### config.mk
export PLATFORM = sky130hd
export DESIGN_NAME = bcs_regs
export DESIGN_NICKNAME = d
export VERILOG_FILES = /design/src/hdl/bcs_pkg.sv /design/src/hdl/bcs_cec_tick.sv /design/src/hdl/bcs_regs.sv
export SDC_FILE = /design/constraint.sdc
export NUM_CORES = 1
export LEC_CHECK = 0
export ABC_AREA = 1
export BUFFER_PORTS_ARGS = -buffer_cell sky130_fd_sc_hd__buf_4
export CELL_PAD_IN_SITES_DETAIL_PLACEMENT = 0
export CELL_PAD_IN_SITES_GLOBAL_PLACEMENT = 1
export CORE_ASPECT_RATIO = 1.2
export CORE_MARGIN = 8
export CORE_UTILIZATION = 41
export CTS_CLUSTER_SIZE = 25
export DETAILED_ROUTE_END_ITERATION = 10
export PLACE_DENSITY = 0.93
export REMOVE_ABC_BUFFERS = 1
export SYNTH_ARGS = -nofsm -noshare
export SYNTH_HDL_FRONTEND = slang
export SYNTH_SLANG_ARGS = --single-unit
### constraint.sdc
create_clock -name ref_clk_i -period 2.6 [get_ports ref_clk_i]
set_input_delay 0.26 -clock ref_clk_i [delete_from_list [all_inputs] [get_ports ref_clk_i]]
set_output_delay 0.26 -clock ref_clk_i [all_outputs]
set_load 0.05 [all_outputs]
### src/hdl/bcs_pkg.sv
// Shared register map, field positions, reset values and timing for the bridge register bank
package bcs_pkg;

  localparam int REG_AW = 9;
  localparam int EV_W = 4;

  // Register indices; the byte address is four times the index
  localparam logic [6:0] IDX_IND_CTL = 7'h48;
  localparam logic [6:0] IDX_IND_ADR0 = 7'h49;
  localparam logic [6:0] IDX_IND_ADR1 = 7'h4a;
  localparam logic [6:0] IDX_DATA0 = 7'h4b;
  localparam logic [6:0] IDX_DATA1 = 7'h4c;
  localparam logic [6:0] IDX_DATA2 = 7'h4d;
  localparam logic [6:0] IDX_DATA3 = 7'h4e;
  localparam logic [6:0] IDX_BR_CTL = 7'h4f;
  localparam logic [6:0] IDX_BR_STS = 7'h50;
  localparam logic [6:0] IDX_IRQ_STS = 7'h60;
  localparam logic [6:0] IDX_IRQ_MASK = 7'h61;

  // Bridge control fields
  localparam int CTL_CEC_SRC_BIT = 4;
  localparam int CTL_CEC_EN_BIT = 3;
  localparam int CTL_CLEAR_BIT = 2;
  localparam int CTL_RELOAD_BIT = 1;
  localparam int CTL_BLOCK_BIT = 0;
  // Bridge status fields
  localparam int STS_SUPPLY_BIT = 7;
  localparam int STS_HDMI_INT_BIT = 6;
  // Indirect access control fields
  localparam int IND_SEL_LSB = 3;
  localparam int IND_AUTOINC_BIT = 2;
  localparam int IND_READ_BIT = 1;
  localparam int IND_EN_BIT = 0;
  // Interrupt event bits
  localparam int EV_RELOAD_DONE = 0;
  localparam int EV_IND_DONE = 1;
  localparam int EV_SUPPLY_CHG = 2;
  localparam int EV_HDMI_INT = 3;

  // Reset values and indirect auto-increment address steps
  localparam logic [7:0] BYTE_RST = 8'h00;
  localparam logic [4:0] IND_CTL_RST = 5'h00;
  localparam logic [1:0] CEC_CTL_RST = 2'h0;
  localparam logic [1:0] EDID_CTL_RST = 2'h0;
  localparam logic [EV_W-1:0] EV_RST = 4'h0;
  localparam logic [15:0] HDMI_ADDR_STEP = 16'h0004;
  localparam logic [15:0] OTHER_ADDR_STEP = 16'h0001;

  // Timing
  localparam int REF_CLK_HZ = 50_000_000;
  localparam int CEC_CLK_HZ = 32_768;
  localparam int EXT_OSC_HZ = 25_000_000;
  localparam int CEC_DIV_INT = REF_CLK_HZ / CEC_CLK_HZ;
  localparam int CEC_DIV_EXT = EXT_OSC_HZ / CEC_CLK_HZ;
  localparam logic [1:0] STRAP_WAIT = 2'h2;

  typedef enum logic [0:0] {
    RL_IDLE = 1'b0,
    RL_BUSY = 1'b1
  } bcs_rl_state_t;

  function automatic logic [REG_AW-1:0] byte_addr(input logic [6:0] idx);
    return {idx, 2'b00};
  endfunction

endpackage

### src/hdl/bcs_cec_tick.sv
// CEC time base: one-cycle enable at the CEC rate from the system clock or the external oscillator
`timescale 1ns/1ps
module bcs_cec_tick #(
  parameter int INT_DIV = bcs_pkg::CEC_DIV_INT,
  parameter int EXT_DIV = bcs_pkg::CEC_DIV_EXT
) (
  input wire logic ref_clk_i,   // System clock
  input wire logic sys_rst_i,   // Synchronous reset, active high
  input wire logic enable_i,    // Generate ticks while high
  input wire logic src_ext_i,   // 1: count oscillator edges, 0: count system cycles
  input wire logic ext_osc_i,   // External oscillator pin
  output logic tick_o           // One-cycle pulse at the CEC rate
);
  localparam logic [11:0] INT_LIM = 12'(INT_DIV - 1);
  localparam logic [11:0] EXT_LIM = 12'(EXT_DIV - 1);

  logic osc_s1_q, osc_s2_q, osc_s3_q;
  logic [11:0] cnt_q;
  logic [11:0] lim;
  logic step;

  // Oscillator is sampled at twice its rate, so edges are only just seen; accuracy trades for
  // keeping one clock domain
  always_ff @(posedge ref_clk_i) begin
    if (sys_rst_i) begin
      osc_s1_q <= 1'b0;
      osc_s2_q <= 1'b0;
      osc_s3_q <= 1'b0;
    end else begin
      osc_s1_q <= ext_osc_i;
      osc_s2_q <= osc_s1_q;
      osc_s3_q <= osc_s2_q;
    end
  end

  assign lim = src_ext_i ? EXT_LIM : INT_LIM;
  assign step = src_ext_i ? (osc_s2_q & ~osc_s3_q) : 1'b1;

  always_ff @(posedge ref_clk_i) begin
    if (sys_rst_i || !enable_i) begin
      cnt_q <= 12'h000;
      tick_o <= 1'b0;
    end else if (step && cnt_q >= lim) begin
      cnt_q <= 12'h000;
      tick_o <= 1'b1;
    end else begin
      cnt_q <= step ? cnt_q + 12'h001 : cnt_q;
      tick_o <= 1'b0;
    end
  end
endmodule

### src/hdl/bcs_regs.sv
// Bridge control and status register bank with indirect data word, reached over Avalon-MM
//
// The implementer's own choice: the Avalon-MM slave port.
`timescale 1ns/1ps
module bcs_regs
  import bcs_pkg::*;
#(
  parameter int CEC_INT_DIV = CEC_DIV_INT,
  parameter int CEC_EXT_DIV = CEC_DIV_EXT
) (
  input wire logic ref_clk_i,                  // System clock, 50 MHz
  input wire logic sys_rst_i,                  // Synchronous reset, active high
  input wire logic [REG_AW-1:0] avs_address_i, // Byte address
  input wire logic avs_read_i,                 // Read request
  input wire logic avs_write_i,                // Write request
  input wire logic [31:0] avs_writedata_i,     // Write data
  input wire logic [3:0] avs_byteenable_i,     // Byte lanes
  output logic [31:0] avs_readdata_o,          // Read data
  output logic avs_waitrequest_o,              // Stall
  output logic ind_rd_req_o,                   // Indirect read pending
  output logic [1:0] ind_sel_o,                // Indirect target select
  output logic [15:0] ind_addr_o,              // Indirect address
  input wire logic ind_rd_ack_i,               // Indirect read done pulse
  input wire logic [31:0] ind_rd_data_i,       // Indirect read result
  output logic sram_reload_start_o,            // Pulse: start SRAM reload
  output logic sram_clear_o,                   // Clear SRAM during this reload
  input wire logic sram_reload_done_i,         // Pulse: reload finished
  output logic ddc_access_block_o,             // Block display channel SRAM access
  input wire logic mode_strap_pin_zero_i,      // Mode strap pin
  input wire logic receive_supply_pin_i,       // Receive +5V detect pin
  input wire logic hdmi_rx_irq_i,              // Receiver interrupt pin
  input wire logic ext_osc_clk_i,              // External 25 MHz oscillator pin
  output logic cec_clock_tick_o,               // CEC rate enable pulse
  output logic cec_clock_source_select_o,      // Selected CEC source
  output logic irq_o                           // Level interrupt
);

  logic ack_q;
  logic req;
  logic wr_en;
  logic [31:0] rd_mux;

  logic [7:0] data_q [4];
  logic [15:0] ind_addr_q;
  logic [4:0] ind_ctl_q;
  logic cec_src_q, cec_en_q;
  logic reload_q, clear_q;
  logic block_q, strap_done_q;
  logic [1:0] strap_cnt_q;
  logic strap_s1_q, strap_s2_q;
  logic sup_s1_q, sup_s2_q, sup_s3_q;
  logic hint_s1_q, hint_s2_q, hint_s3_q;
  logic [EV_W-1:0] ev_sts_q, ev_mask_q, ev_set;
  logic start_q;
  logic ind_done;
  bcs_rl_state_t rl_state_q;

  function automatic logic hit(input logic [REG_AW-1:0] a, input logic [6:0] idx);
    return a == byte_addr(idx);
  endfunction

  // Bus slave: one wait cycle per request, answered on the following edge
  assign req = avs_read_i | avs_write_i;
  assign avs_waitrequest_o = req & ~ack_q;
  assign wr_en = avs_write_i & ack_q & avs_byteenable_i[0];

  always_ff @(posedge ref_clk_i) begin
    if (sys_rst_i) begin
      ack_q <= 1'b0;
    end else begin
      ack_q <= req & ~ack_q;
    end
  end

  always_comb begin
    rd_mux = 32'h0000_0000;
    case (1'b1)
      hit(avs_address_i, IDX_IND_CTL): rd_mux[4:0] = ind_ctl_q;
      hit(avs_address_i, IDX_IND_ADR0): rd_mux[7:0] = ind_addr_q[7:0];
      hit(avs_address_i, IDX_IND_ADR1): rd_mux[7:0] = ind_addr_q[15:8];
      hit(avs_address_i, IDX_DATA0): rd_mux[7:0] = data_q[0];
      hit(avs_address_i, IDX_DATA1): rd_mux[7:0] = data_q[1];
      hit(avs_address_i, IDX_DATA2): rd_mux[7:0] = data_q[2];
      hit(avs_address_i, IDX_DATA3): rd_mux[7:0] = data_q[3];
      hit(avs_address_i, IDX_BR_CTL): begin
        rd_mux[CTL_CEC_SRC_BIT] = cec_src_q;
        rd_mux[CTL_CEC_EN_BIT] = cec_en_q;
        rd_mux[CTL_CLEAR_BIT] = clear_q;
        rd_mux[CTL_RELOAD_BIT] = reload_q;
        rd_mux[CTL_BLOCK_BIT] = block_q;
      end
      hit(avs_address_i, IDX_BR_STS): begin
        rd_mux[STS_SUPPLY_BIT] = sup_s2_q;
        rd_mux[STS_HDMI_INT_BIT] = hint_s2_q;
      end
      hit(avs_address_i, IDX_IRQ_STS): rd_mux[EV_W-1:0] = ev_sts_q;
      hit(avs_address_i, IDX_IRQ_MASK): rd_mux[EV_W-1:0] = ev_mask_q;
      default: rd_mux = 32'h0000_0000;
    endcase
  end

  // Read data is captured in the wait cycle so it stands at the answering edge
  always_ff @(posedge ref_clk_i) begin
    if (sys_rst_i) begin
      avs_readdata_o <= 32'h0000_0000;
    end else if (avs_read_i && !ack_q) begin
      avs_readdata_o <= rd_mux;
    end
  end

  // Pin synchronisers
  always_ff @(posedge ref_clk_i) begin
    if (sys_rst_i) begin
      sup_s1_q <= 1'b0;
      sup_s2_q <= 1'b0;
      sup_s3_q <= 1'b0;
      hint_s1_q <= 1'b0;
      hint_s2_q <= 1'b0;
      hint_s3_q <= 1'b0;
      strap_s1_q <= 1'b0;
      strap_s2_q <= 1'b0;
    end else begin
      sup_s1_q <= receive_supply_pin_i;
      sup_s2_q <= sup_s1_q;
      sup_s3_q <= sup_s2_q;
      hint_s1_q <= hdmi_rx_irq_i;
      hint_s2_q <= hint_s1_q;
      hint_s3_q <= hint_s2_q;
      strap_s1_q <= mode_strap_pin_zero_i;
      strap_s2_q <= strap_s1_q;
    end
  end

  // Strap is taken once the synchroniser has filled after reset release
  always_ff @(posedge ref_clk_i) begin
    if (sys_rst_i) begin
      strap_cnt_q <= 2'h0;
      strap_done_q <= 1'b0;
      block_q <= 1'b0;
    end else if (!strap_done_q) begin
      if (strap_cnt_q == STRAP_WAIT) begin
        block_q <= strap_s2_q;
        strap_done_q <= 1'b1;
      end else begin
        strap_cnt_q <= strap_cnt_q + 2'h1;
      end
    end
  end

  assign ddc_access_block_o = block_q;

  // Indirect data word; a completed read overrides a same-cycle software write
  assign ind_done = ind_rd_ack_i & ind_ctl_q[IND_READ_BIT];

  generate
    for (genvar b = 0; b < 4; b++) begin : g_data
      always_ff @(posedge ref_clk_i) begin
        if (sys_rst_i) begin
          data_q[b] <= BYTE_RST;
        end else if (ind_done) begin
          data_q[b] <= ind_rd_data_i[8*b +: 8];
        end else if (wr_en && hit(avs_address_i, 7'(IDX_DATA0 + 7'(b)))) begin
          data_q[b] <= avs_writedata_i[7:0];
        end
      end
    end
  endgenerate

  // Indirect control and address
  always_ff @(posedge ref_clk_i) begin
    if (sys_rst_i) begin
      ind_ctl_q <= IND_CTL_RST;
      ind_addr_q <= 16'h0000;
    end else begin
      if (ind_done) begin
        ind_ctl_q[IND_READ_BIT] <= 1'b0;
        if (ind_ctl_q[IND_AUTOINC_BIT]) begin
          ind_addr_q <= ind_addr_q + ((ind_ctl_q[4:3] == 2'h0) ? HDMI_ADDR_STEP : OTHER_ADDR_STEP);
        end
      end
      if (wr_en && hit(avs_address_i, IDX_IND_CTL)) begin
        ind_ctl_q <= avs_writedata_i[4:0];
      end
      if (wr_en && hit(avs_address_i, IDX_IND_ADR0)) begin
        ind_addr_q[7:0] <= avs_writedata_i[7:0];
      end
      if (wr_en && hit(avs_address_i, IDX_IND_ADR1)) begin
        ind_addr_q[15:8] <= avs_writedata_i[7:0];
      end
    end
  end

  // Request only while the interface is enabled; address must be set before the start bit
  assign ind_rd_req_o = ind_ctl_q[IND_READ_BIT] & ind_ctl_q[IND_EN_BIT];
  assign ind_sel_o = ind_ctl_q[IND_SEL_LSB +: 2];
  assign ind_addr_o = ind_addr_q;

  // CEC control bits
  always_ff @(posedge ref_clk_i) begin
    if (sys_rst_i) begin
      {cec_src_q, cec_en_q} <= CEC_CTL_RST;
    end else if (wr_en && hit(avs_address_i, IDX_BR_CTL)) begin
      cec_src_q <= avs_writedata_i[CTL_CEC_SRC_BIT];
      cec_en_q <= avs_writedata_i[CTL_CEC_EN_BIT];
    end
  end

  assign cec_clock_source_select_o = cec_src_q;

  bcs_cec_tick #(
    .INT_DIV(CEC_INT_DIV),
    .EXT_DIV(CEC_EXT_DIV)
  ) u_cec_tick (
    .ref_clk_i(ref_clk_i),
    .sys_rst_i(sys_rst_i),
    .enable_i(cec_en_q),
    .src_ext_i(cec_src_q),
    .ext_osc_i(ext_osc_clk_i),
    .tick_o(cec_clock_tick_o)
  );

  // SRAM reload sequence; the bits are held by hardware while a reload runs
  always_ff @(posedge ref_clk_i) begin
    if (sys_rst_i) begin
      rl_state_q <= RL_IDLE;
      {clear_q, reload_q} <= EDID_CTL_RST;
      start_q <= 1'b0;
    end else begin
      start_q <= 1'b0;
      case (rl_state_q)
        RL_IDLE: begin
          if (wr_en && hit(avs_address_i, IDX_BR_CTL)) begin
            clear_q <= avs_writedata_i[CTL_CLEAR_BIT];
            reload_q <= avs_writedata_i[CTL_RELOAD_BIT];
            if (avs_writedata_i[CTL_RELOAD_BIT]) begin
              start_q <= 1'b1;
              rl_state_q <= RL_BUSY;
            end
          end
        end
        RL_BUSY: begin
          if (sram_reload_done_i) begin
            clear_q <= 1'b0;
            reload_q <= 1'b0;
            rl_state_q <= RL_IDLE;
          end
        end
        default: rl_state_q <= RL_IDLE;
      endcase
    end
  end

  assign sram_reload_start_o = start_q;
  // A clear bit written without the reload bit never reaches the SRAM
  assign sram_clear_o = clear_q & reload_q & (rl_state_q == RL_BUSY);

  // Interrupt events; a new event wins over a same-cycle write-one-to-clear
  assign ev_set[EV_RELOAD_DONE] = sram_reload_done_i & (rl_state_q == RL_BUSY);
  assign ev_set[EV_IND_DONE] = ind_done;
  assign ev_set[EV_SUPPLY_CHG] = sup_s2_q ^ sup_s3_q;
  assign ev_set[EV_HDMI_INT] = hint_s2_q & ~hint_s3_q;

  always_ff @(posedge ref_clk_i) begin
    if (sys_rst_i) begin
      ev_sts_q <= EV_RST;
    end else if (wr_en && hit(avs_address_i, IDX_IRQ_STS)) begin
      ev_sts_q <= (ev_sts_q & ~avs_writedata_i[EV_W-1:0]) | ev_set;
    end else begin
      ev_sts_q <= ev_sts_q | ev_set;
    end
  end

  always_ff @(posedge ref_clk_i) begin
    if (sys_rst_i) begin
      ev_mask_q <= EV_RST;
    end else if (wr_en && hit(avs_address_i, IDX_IRQ_MASK)) begin
      ev_mask_q <= avs_writedata_i[EV_W-1:0];
    end
  end

  assign irq_o = |(ev_sts_q & ev_mask_q);
endmodule

==> run_results.csv, run 1 <==
group,metric,value,unit
logic_synthesis,syn_inst,720,
global_route,grt_max_degree,33,
setup_path,reg2reg_from,"cec_clock_source_select_o",
power,switching_power,919,uW
place,io_buffer_count,93,
clock_tree,cts_hold_buf,0,
setup_path,r2r.worst_path.cells,10,
power,comb_power_share,0.104,
drt,drt_wl_total,15.4,mm
power,ir_drop,0.292,mV
drt,drc,0,
sta,fin_crit_sh,0.818,
drt,vias,4954,
place,dpl.hpwl,12.0,mm
place,place_ws,490,ps
sta,timing.setup.tns,0,ps
sta,max_freq,470,MHz
logic_synthesis,syn_area,0.00558,mm2
power,swShare,0.257,
global_route,overflow,0,
power,power.share.clock,0.409,
setup_path,reg2reg_to,"u_cec_tick.cnt_q[3]",
logic_synthesis,synth-seq-cells,104,
power,internal_power,2650,uW
sta,slew_violations,0,
floorplan,io-pin-count,145,
place,gp_congestion,0.890,
sta,worstMarginPinSlew,719,ps
logic_synthesis,syn_avg_cell_area,7.75,um2
global_route,gr-usage-all-layers,0.176,
logic_synthesis,synth_edf_count,32,
cells_and_area,synthToLayoutAreaGrowth,19.9,%
clock_tree,cts_resized,0,
worst_hold_path,min_path_type,"primary input to flop",
clock_tree,clock_latency,350,ps
drt,routedWlPerCell,15.6,um
clock_tree,cts_tree,"built",
sta,hold_viol,0,
clock_tree,clock_tree.root_cell,"clkbuf_16",
clock_tree,cts_sinks,104,
sta,fin_crit,2130,ps
setup_path,crit_path_start_kind,"flop",
logic_synthesis,synth-seq-area-share,0.430,
drt,antenna_left,0,
sta,fin_worst_skew,5.05,ps
sta,setup_ws,474,ps
clock_tree,post_cts_buffers,0,
clock_tree,cts.htree.levels,3,
logic_synthesis,synth_cell_types,52,
worst_hold_path,hold_end,"rl_state_q",
floorplan,start_util,0.422,
setup_path,crit_required,2880,ps
setup_path,crit_type,"flop to flop",
global_route,grt_pass1_wl,24.3,mm
setup_path,critPathArrivalTime,2410,ps
flow_run,maxCapViolations,0,
floorplan,die_h,144,um
setup_path,r2r_slack,470,ps
logic_synthesis,synthArstFlopShare,0,
floorplan,num_rows,46,
setup_path,crit_fanout,12,
global_route,grt_pass1_vias,4907,
worst_hold_path,min_from,"sram_reload_done_i",
sta,relSlewSlack,0.520,
power,p_seq_frac,0.486,
logic_synthesis,synth_flop_cell,"dfxtp_1",
power,leakage,0.00286,uW
drt,vias_per_cell,5.02,
cells_and_area,n_antenna_cell,0,
clock_tree,numCtsBuffers,9,
setup_path,cp-end-kind,"flop",
power,power.total,3570,uW
cells_and_area,final_net_count,912,
logic_synthesis,synth.yosys.warnings,0,
floorplan,die_area,0.0176,mm2
clock_tree,clkTransAtPathRegs,70,ps
place,dpl.cell_count,971,
power,power_density,533,mW/mm2
cells_and_area,layout-drive-gt1-share,0.200,
sta,rsz0062_at_grt,"false",
global_route,antenna_found_initial,0,
sta,setup_viol,0,
outcome,status,"completed",
floorplan,coreArea,0.0132,mm2
floorplan,fp.dieW,123,um
cells_and_area,final_cells,987,
worst_hold_path,holdPathStages,2,
drt,dr.pass1.iters,5,
clock_tree,clk_path_buf_depth,2,
drt,drtIter0Drc,287,
[power groups by stage]
stage          Combinational, uW  Clock [uW]  Sequential [uW]
2_1_floorplan                206           0             1790
3_3_place_gp                 367           0             1770
3_5_place_dp                 372           0             1770
4_1_cts                      373        1480             1740
5_1_grt                      405        1530             1740
6_report                     373        1460             1740
[worst max-delay path, cell delays in order, from the launching register on]
cell	delay, ps
dfxtp_1	560
ha_1	300
nor2_1	80
nand2_1	50
a21oi_1	130
o21bai_1	70
nand4_1	80
a21boi_0	80
o21ai_0	210
nand2_1	310
nor2_1	170
[cells by family after synthesis]
| family | Yosys count | synth area share |
|---|---|---|
| and+or+nand+nor | 302 | 0.262 |
| DFF | 104 | 0.430 |
| xor gates and xnor gates | 14 | 0.0220 |
| buffers and inverters | 134 | 0.110 |
| muxes | 1 | 0.00179 |
| other | 1 | 0.000672 |
| adders and majority gates | 11 | 0.0247 |
| AOI/OAI and AO/OA | 153 | 0.148 |
[sequential cells by signal, indices dropped and copies added, names as in the netlist, 2 cells and up]
| register | cells |
|---|---|
| avs_readdata_o | 8 |
| data_q | 32 |
| ev_mask_q | 4 |
| ev_sts_q | 4 |
| ind_addr_o | 16 |
| ind_ctl_q | 5 |
| strap_cnt_q | 2 |
| u_cec_tick.cnt_q | 12 |
[metal layers]
| layer | wire (um) | global-route usage |
|---|---|---|
| met5 | 0 | 0 |
| met4 | 413 | 0.0771 |
| met3 | 808 | 0.0279 |
| met2 | 7600 | 0.310 |
| met1 | 6570 | 0.205 |
[cells in the mapped netlist, drive strengths merged (2+ instances only)]
| master | count | share of area |
|---|---|---|
| nand3b | 3 | 0.0063 |
| xor2 | 9 | 0.014 |
| clkbuf | 9 | 0.0061 |
| ha | 11 | 0.025 |
| a21oi | 49 | 0.044 |
| or2 | 5 | 0.0056 |
| o21ai | 79 | 0.071 |
| nor2 | 80 | 0.077 |
| xnor2 | 5 | 0.0078 |
| o221ai | 2 | 0.0031 |
| nand3 | 27 | 0.030 |
| o211ai | 3 | 0.0040 |
| clkinv | 2 | 0.0013 |
| dfxtp | 72 | 0.26 |
| a31oi | 6 | 0.0067 |
| nand4 | 13 | 0.016 |
| o22ai | 8 | 0.0090 |
| nor3 | 16 | 0.016 |
| edfxtp | 32 | 0.17 |
| nand2 | 155 | 0.11 |
| inv | 93 | 0.064 |
| buf | 30 | 0.039 |
[cells in the final DEF, fill, tap and decap left out, drive strengths merged]
master,instances
a211oi,1
a21boi,1
a21oi,49
a311oi,1
a31oi,6
and2b,1
and3,1
buf,99
bufinv,1
clkbuf,10
clkinv,3
conb,24
dfxtp,72
edfxtp,32
ha,11
inv,97
mux2i,1
nand2,155
nand3,27
nand3b,3
nand4,13
nor2,80
nor3,16
nor4,1
o211a,1
o211ai,3
o21ai,79
o21bai,1
o221ai,2
o22ai,8
o31ai,1
or2,5
xnor2,5
xor2,9
[layout make-up]
type | count | area [um2]
fillers | 1313 | 6550
clock inverters | 6 | 70.1
flip-flops and latches | 104 | 2400
repair buffers | 99 | 743
clock buffers | 10 | 250
multi-input cells | 505 | 2650
well taps | 168 | 210
inverters | 95 | 364
[how the worst max path moves through the flow]
stage                                    startpoint                  end  slack [ps]  depth (start not counted)
after detailed placement  cec_clock_source_select_o  u_cec_tick.cnt_q[3]         490                         10
after floorplan                        ind_ctl_q[4]       ind_addr_o[15]         360                         13
after CTS                 cec_clock_source_select_o  u_cec_tick.cnt_q[3]         480                         10
after global placement    cec_clock_source_select_o  u_cec_tick.cnt_q[7]         530                          9
after global routing                   ind_ctl_q[4]       ind_addr_o[15]         200                         13
final                     cec_clock_source_select_o  u_cec_tick.cnt_q[3]         470                         10
[through the flow]
step	utilization	hold slack, ps	cell area [um2]
floorplan	-	329	5420
global placement	0.481	390	6370
detailed placement	0.481	397	6370
CTS	0.506	87.8	6690
global route	0.506	88.3	6690
finish	0.506	97.7	6690
Power figures use the tool's default switching activity.
==> inputs of run 2 (changes only) <==
--- a/config.mk
+++ b/config.mk
@@ -5,16 +5,16 @@
 export SDC_FILE = /design/constraint.sdc
 export NUM_CORES = 1
 export LEC_CHECK = 0
-export ABC_AREA = 1
+export ABC_AREA = 0
 export BUFFER_PORTS_ARGS = -buffer_cell sky130_fd_sc_hd__buf_4
 export CELL_PAD_IN_SITES_DETAIL_PLACEMENT = 0
 export CELL_PAD_IN_SITES_GLOBAL_PLACEMENT = 1
 export CORE_ASPECT_RATIO = 1.2
 export CORE_MARGIN = 8
-export CORE_UTILIZATION = 41
+export CORE_UTILIZATION = 40
 export CTS_CLUSTER_SIZE = 25
 export DETAILED_ROUTE_END_ITERATION = 10
-export PLACE_DENSITY = 0.93
+export PLACE_DENSITY = 0.88
 export REMOVE_ABC_BUFFERS = 1
 export SYNTH_ARGS = -nofsm -noshare
 export SYNTH_HDL_FRONTEND = slang
==> constraint.sdc (replaced) <==
create_clock -name ref_clk_i -period 2.1 [get_ports ref_clk_i]
set_input_delay 0.21 -clock ref_clk_i [delete_from_list [all_inputs] [get_ports ref_clk_i]]
set_output_delay 0.21 -clock ref_clk_i [all_outputs]
set_load 0.05 [all_outputs]
==> run_results.csv, run 2 <==
group,metric,value,unit
floorplan,die_area,0.0182,mm2
sta,max_freq,473,MHz
floorplan,die_h,146,um
setup_path,cp_num_cells,7,
logic_synthesis,synth-seq-area-share,0.426,
global_route,grt_max_degree,33,
global_route,grt_pass1_vias,5029,
power,comb_power_share,0.130,
flow_run,maxCapViolations,0,
worst_hold_path,holdPathStages,2,
logic_synthesis,syn_inst,579,
setup_path,crit_required,2360,ps
floorplan,num_rows,47,
cells_and_area,layout-drive-gt1-share,0.283,
logic_synthesis,synth.yosys.warnings,0,
clock_tree,clkTransAtPathRegs,70,ps
clock_tree,numCtsBuffers,9,
logic_synthesis,syn_area,0.00564,mm2
floorplan,fp.dieW,124,um
setup_path,reg2reg_from,"ind_ctl_q[4]",
clock_tree,clock_tree.root_cell,"clkbuf_16",
logic_synthesis,synth-seq-cells,104,
power,swShare,0.262,
setup_path,crit_buf_inv,1,
setup_path,r2r.worst_path.cells,7,
power,power_density,620,mW/mm2
power,ir_drop,0.350,mV
place,gp_congestion,0.902,
logic_synthesis,synth_cell_types,68,
sta,slew_violations,0,
logic_synthesis,synthArstFlopShare,0,
place,io_buffer_count,93,
setup_path,worstPathCellList,"or2_4, inv_2, ha_4, a31oi_4, or4_4, or3_1, a311oi_1",
place,placed_area,0.00670,mm2
worst_hold_path,min_from,"receive_supply_pin_i",
global_route,gr-usage-all-layers,0.185,
place,dpl.cell_count,857,
clock_tree,cts_tree,"built",
drt,antenna_left,0,
worst_hold_path,min_path_type,"primary input to flop",
logic_synthesis,yosysMostFrequentCell,"dfxtp_1",
global_route,antenna_found_initial,0,
place,place_ws,-194,ps
cells_and_area,layout_common_cells,"150 x buf_4, 69 x dfxtp_1, 39 x nor2_1",
logic_synthesis,synth_top_area_cell,"dfxtp_1",
setup_path,cp-end-kind,"flop",
cells_and_area,largest_register,"data_q",
setup_path,crit_fanout,6,
clock_tree,clk_path_buf_depth,2,
setup_path,crit_type,"flop to flop",
cells_and_area,design_area,0.00706,mm2
cells_and_area,fillers,1249,
floorplan,coreArea,0.0138,mm2
drt,routedWlPerCell,20.1,um
outcome,violations,"negative setup slack",
sta,hold_slack,67.7,ps
floorplan,start_util,0.408,
power,power.total,4380,uW
global_route,grt_pass1_wl,27.4,mm
power,switching_power,1150,uW
drt,vias_per_cell,5.80,
sta,relSlewSlack,0.590,
setup_path,cp_slowest_cell,"or4_4",
floorplan,io-pin-count,145,
setup_path,cp_top_family,"simple AND/OR/NAND/NOR gates",
clock_tree,cts.htree.levels,3,
cells_and_area,n_antenna_cell,0,
cells_and_area,final_cells,874,
sta,setup_viol,1,
power,p_seq_frac,0.493,
drt,vias,5069,
power,internal_power,3230,uW
sta,worstMarginPinSlew,612,ps
sta,hold_viol,0,
setup_path,max_stage_delay,570,ps
logic_synthesis,synth_flop_cell,"dfxtp_1",
clock_tree,clock_latency,350,ps
sta,rsz0062_at_grt,"true",
power,power.share.clock,0.376,
logic_synthesis,syn_avg_cell_area,9.74,um2
setup_path,critPathArrivalTime,2370,ps
power,leakage,0.00280,uW
sta,fin_crit_sh,1.01,
setup_path,crit_path_start_kind,"flop",
drt,drc,0,
sta,setup_ws,-12.8,ps
cells_and_area,final_net_count,796,
sta,fin_worst_skew,6.64,ps
cells_and_area,synthToLayoutAreaGrowth,25.2,%
logic_synthesis,synth_top_area_frac,0.255,
drt,dr.pass1.iters,9,
logic_synthesis,synth_edf_count,32,
place,dpl.hpwl,13.3,mm
logic_synthesis,synthTopCellsByCount,"72 x dfxtp_1, 39 x nor2_1, 32 x a22o_1, 32 x edfxtp_1, 31 x a21oi_1",
clock_tree,cts_sinks,104,
outcome,status,"finished with violations",
clock_tree,cts_hold_buf,0,
setup_path,startpoint,"ind_ctl_q[4]",
logic_synthesis,synthTopCellsByArea,"dfxtp_1 26%, edfxtp_1 17%, a22o_1 5.0%",
drt,drt_wl_total,17.6,mm
global_route,overflow,0,
cells_and_area,largest_reg_flops,32,
cells_and_area,final_common_cell,"buf_4",
sta,fin_crit,2110,ps
drt,drtIter0Drc,407,
run 2: power by group through the flow:
stage          registers (uW)  clock network (uW)  logic, uW
5_1_grt                  2170                1750        616
4_1_cts                  2160                1670        567
2_1_floorplan            2220                   0        282
6_report                 2160                1650        572
3_5_place_dp             2210                   0        565
3_3_place_gp             2200                   0        550
run 2: area by class of cell:
type                       count  area (um2)  area share
clock buffer                  12         267      0.0377
multi-input combinational    422        2990       0.423
timing repair buffer         150        1130       0.159
tap                          171         214      0.0303
inverter                      11        41.3     0.00585
sequential                   104        2410       0.341
clock inverter                 4        23.8     0.00337
run 2: logic make-up (layout without fill, tap and decap cells):
group / Yosys count / count (layout) / synth area share
simple gates: 178 / 178 / 0.192
compound gates: 164 / 164 / 0.208
flops: 104 / 104 / 0.426
buf+inv: 76 / 177 / 0.0716
mux: 29 / 29 / 0.0526
xor+xnor: 16 / 16 / 0.0248
fa+ha+maj: 11 / 11 / 0.0244
other cells: 1 / 24 / 0.000665
run 2: worst register-to-register path: stages, from the launching register on:
cell and delay [ps]:
dfxtp_2 320, or2_4 250, inv_2 70, ha_4 150
a31oi_4 80, or4_4 570, or3_1 330, a311oi_1 260
run 2: through the flow:
step	setup TNS [ps]	utilization
6_report	-12.8	0.511
5_1_grt	-238	0.511
2_1_floorplan	-9370	-
3_5_place_dp	-572	0.485
4_1_cts	-13.0	0.507
3_3_place_gp	-284	0.485
run 2: final timing paths:
kind	end	slack, ps
setup / recovery	ind_addr_o[15]	-10
hold / removal	sup_s1_q	70
setup reg to reg	ind_addr_o[15]	-10
hold reg to reg	strap_s2_q	440
run 2: what timing repair did:
| item | in CTS | in global routing |
|---|---|---|
| resized for setup | 5 | 11 |
| setup buffers | 0 | 1 |
| pin swaps | 4 | 4 |
| endpoints found under the setup margin | 5 | 18 |
run 2: routing by layer:
layer,GRT usage,vias to the layer above,wire length [um]
li1,-,2384,-
met3,0.0373,31,1270
met2,0.311,232,8510
met5,0,-,0
met1,0.231,2422,7390
met4,0.0664,0,408
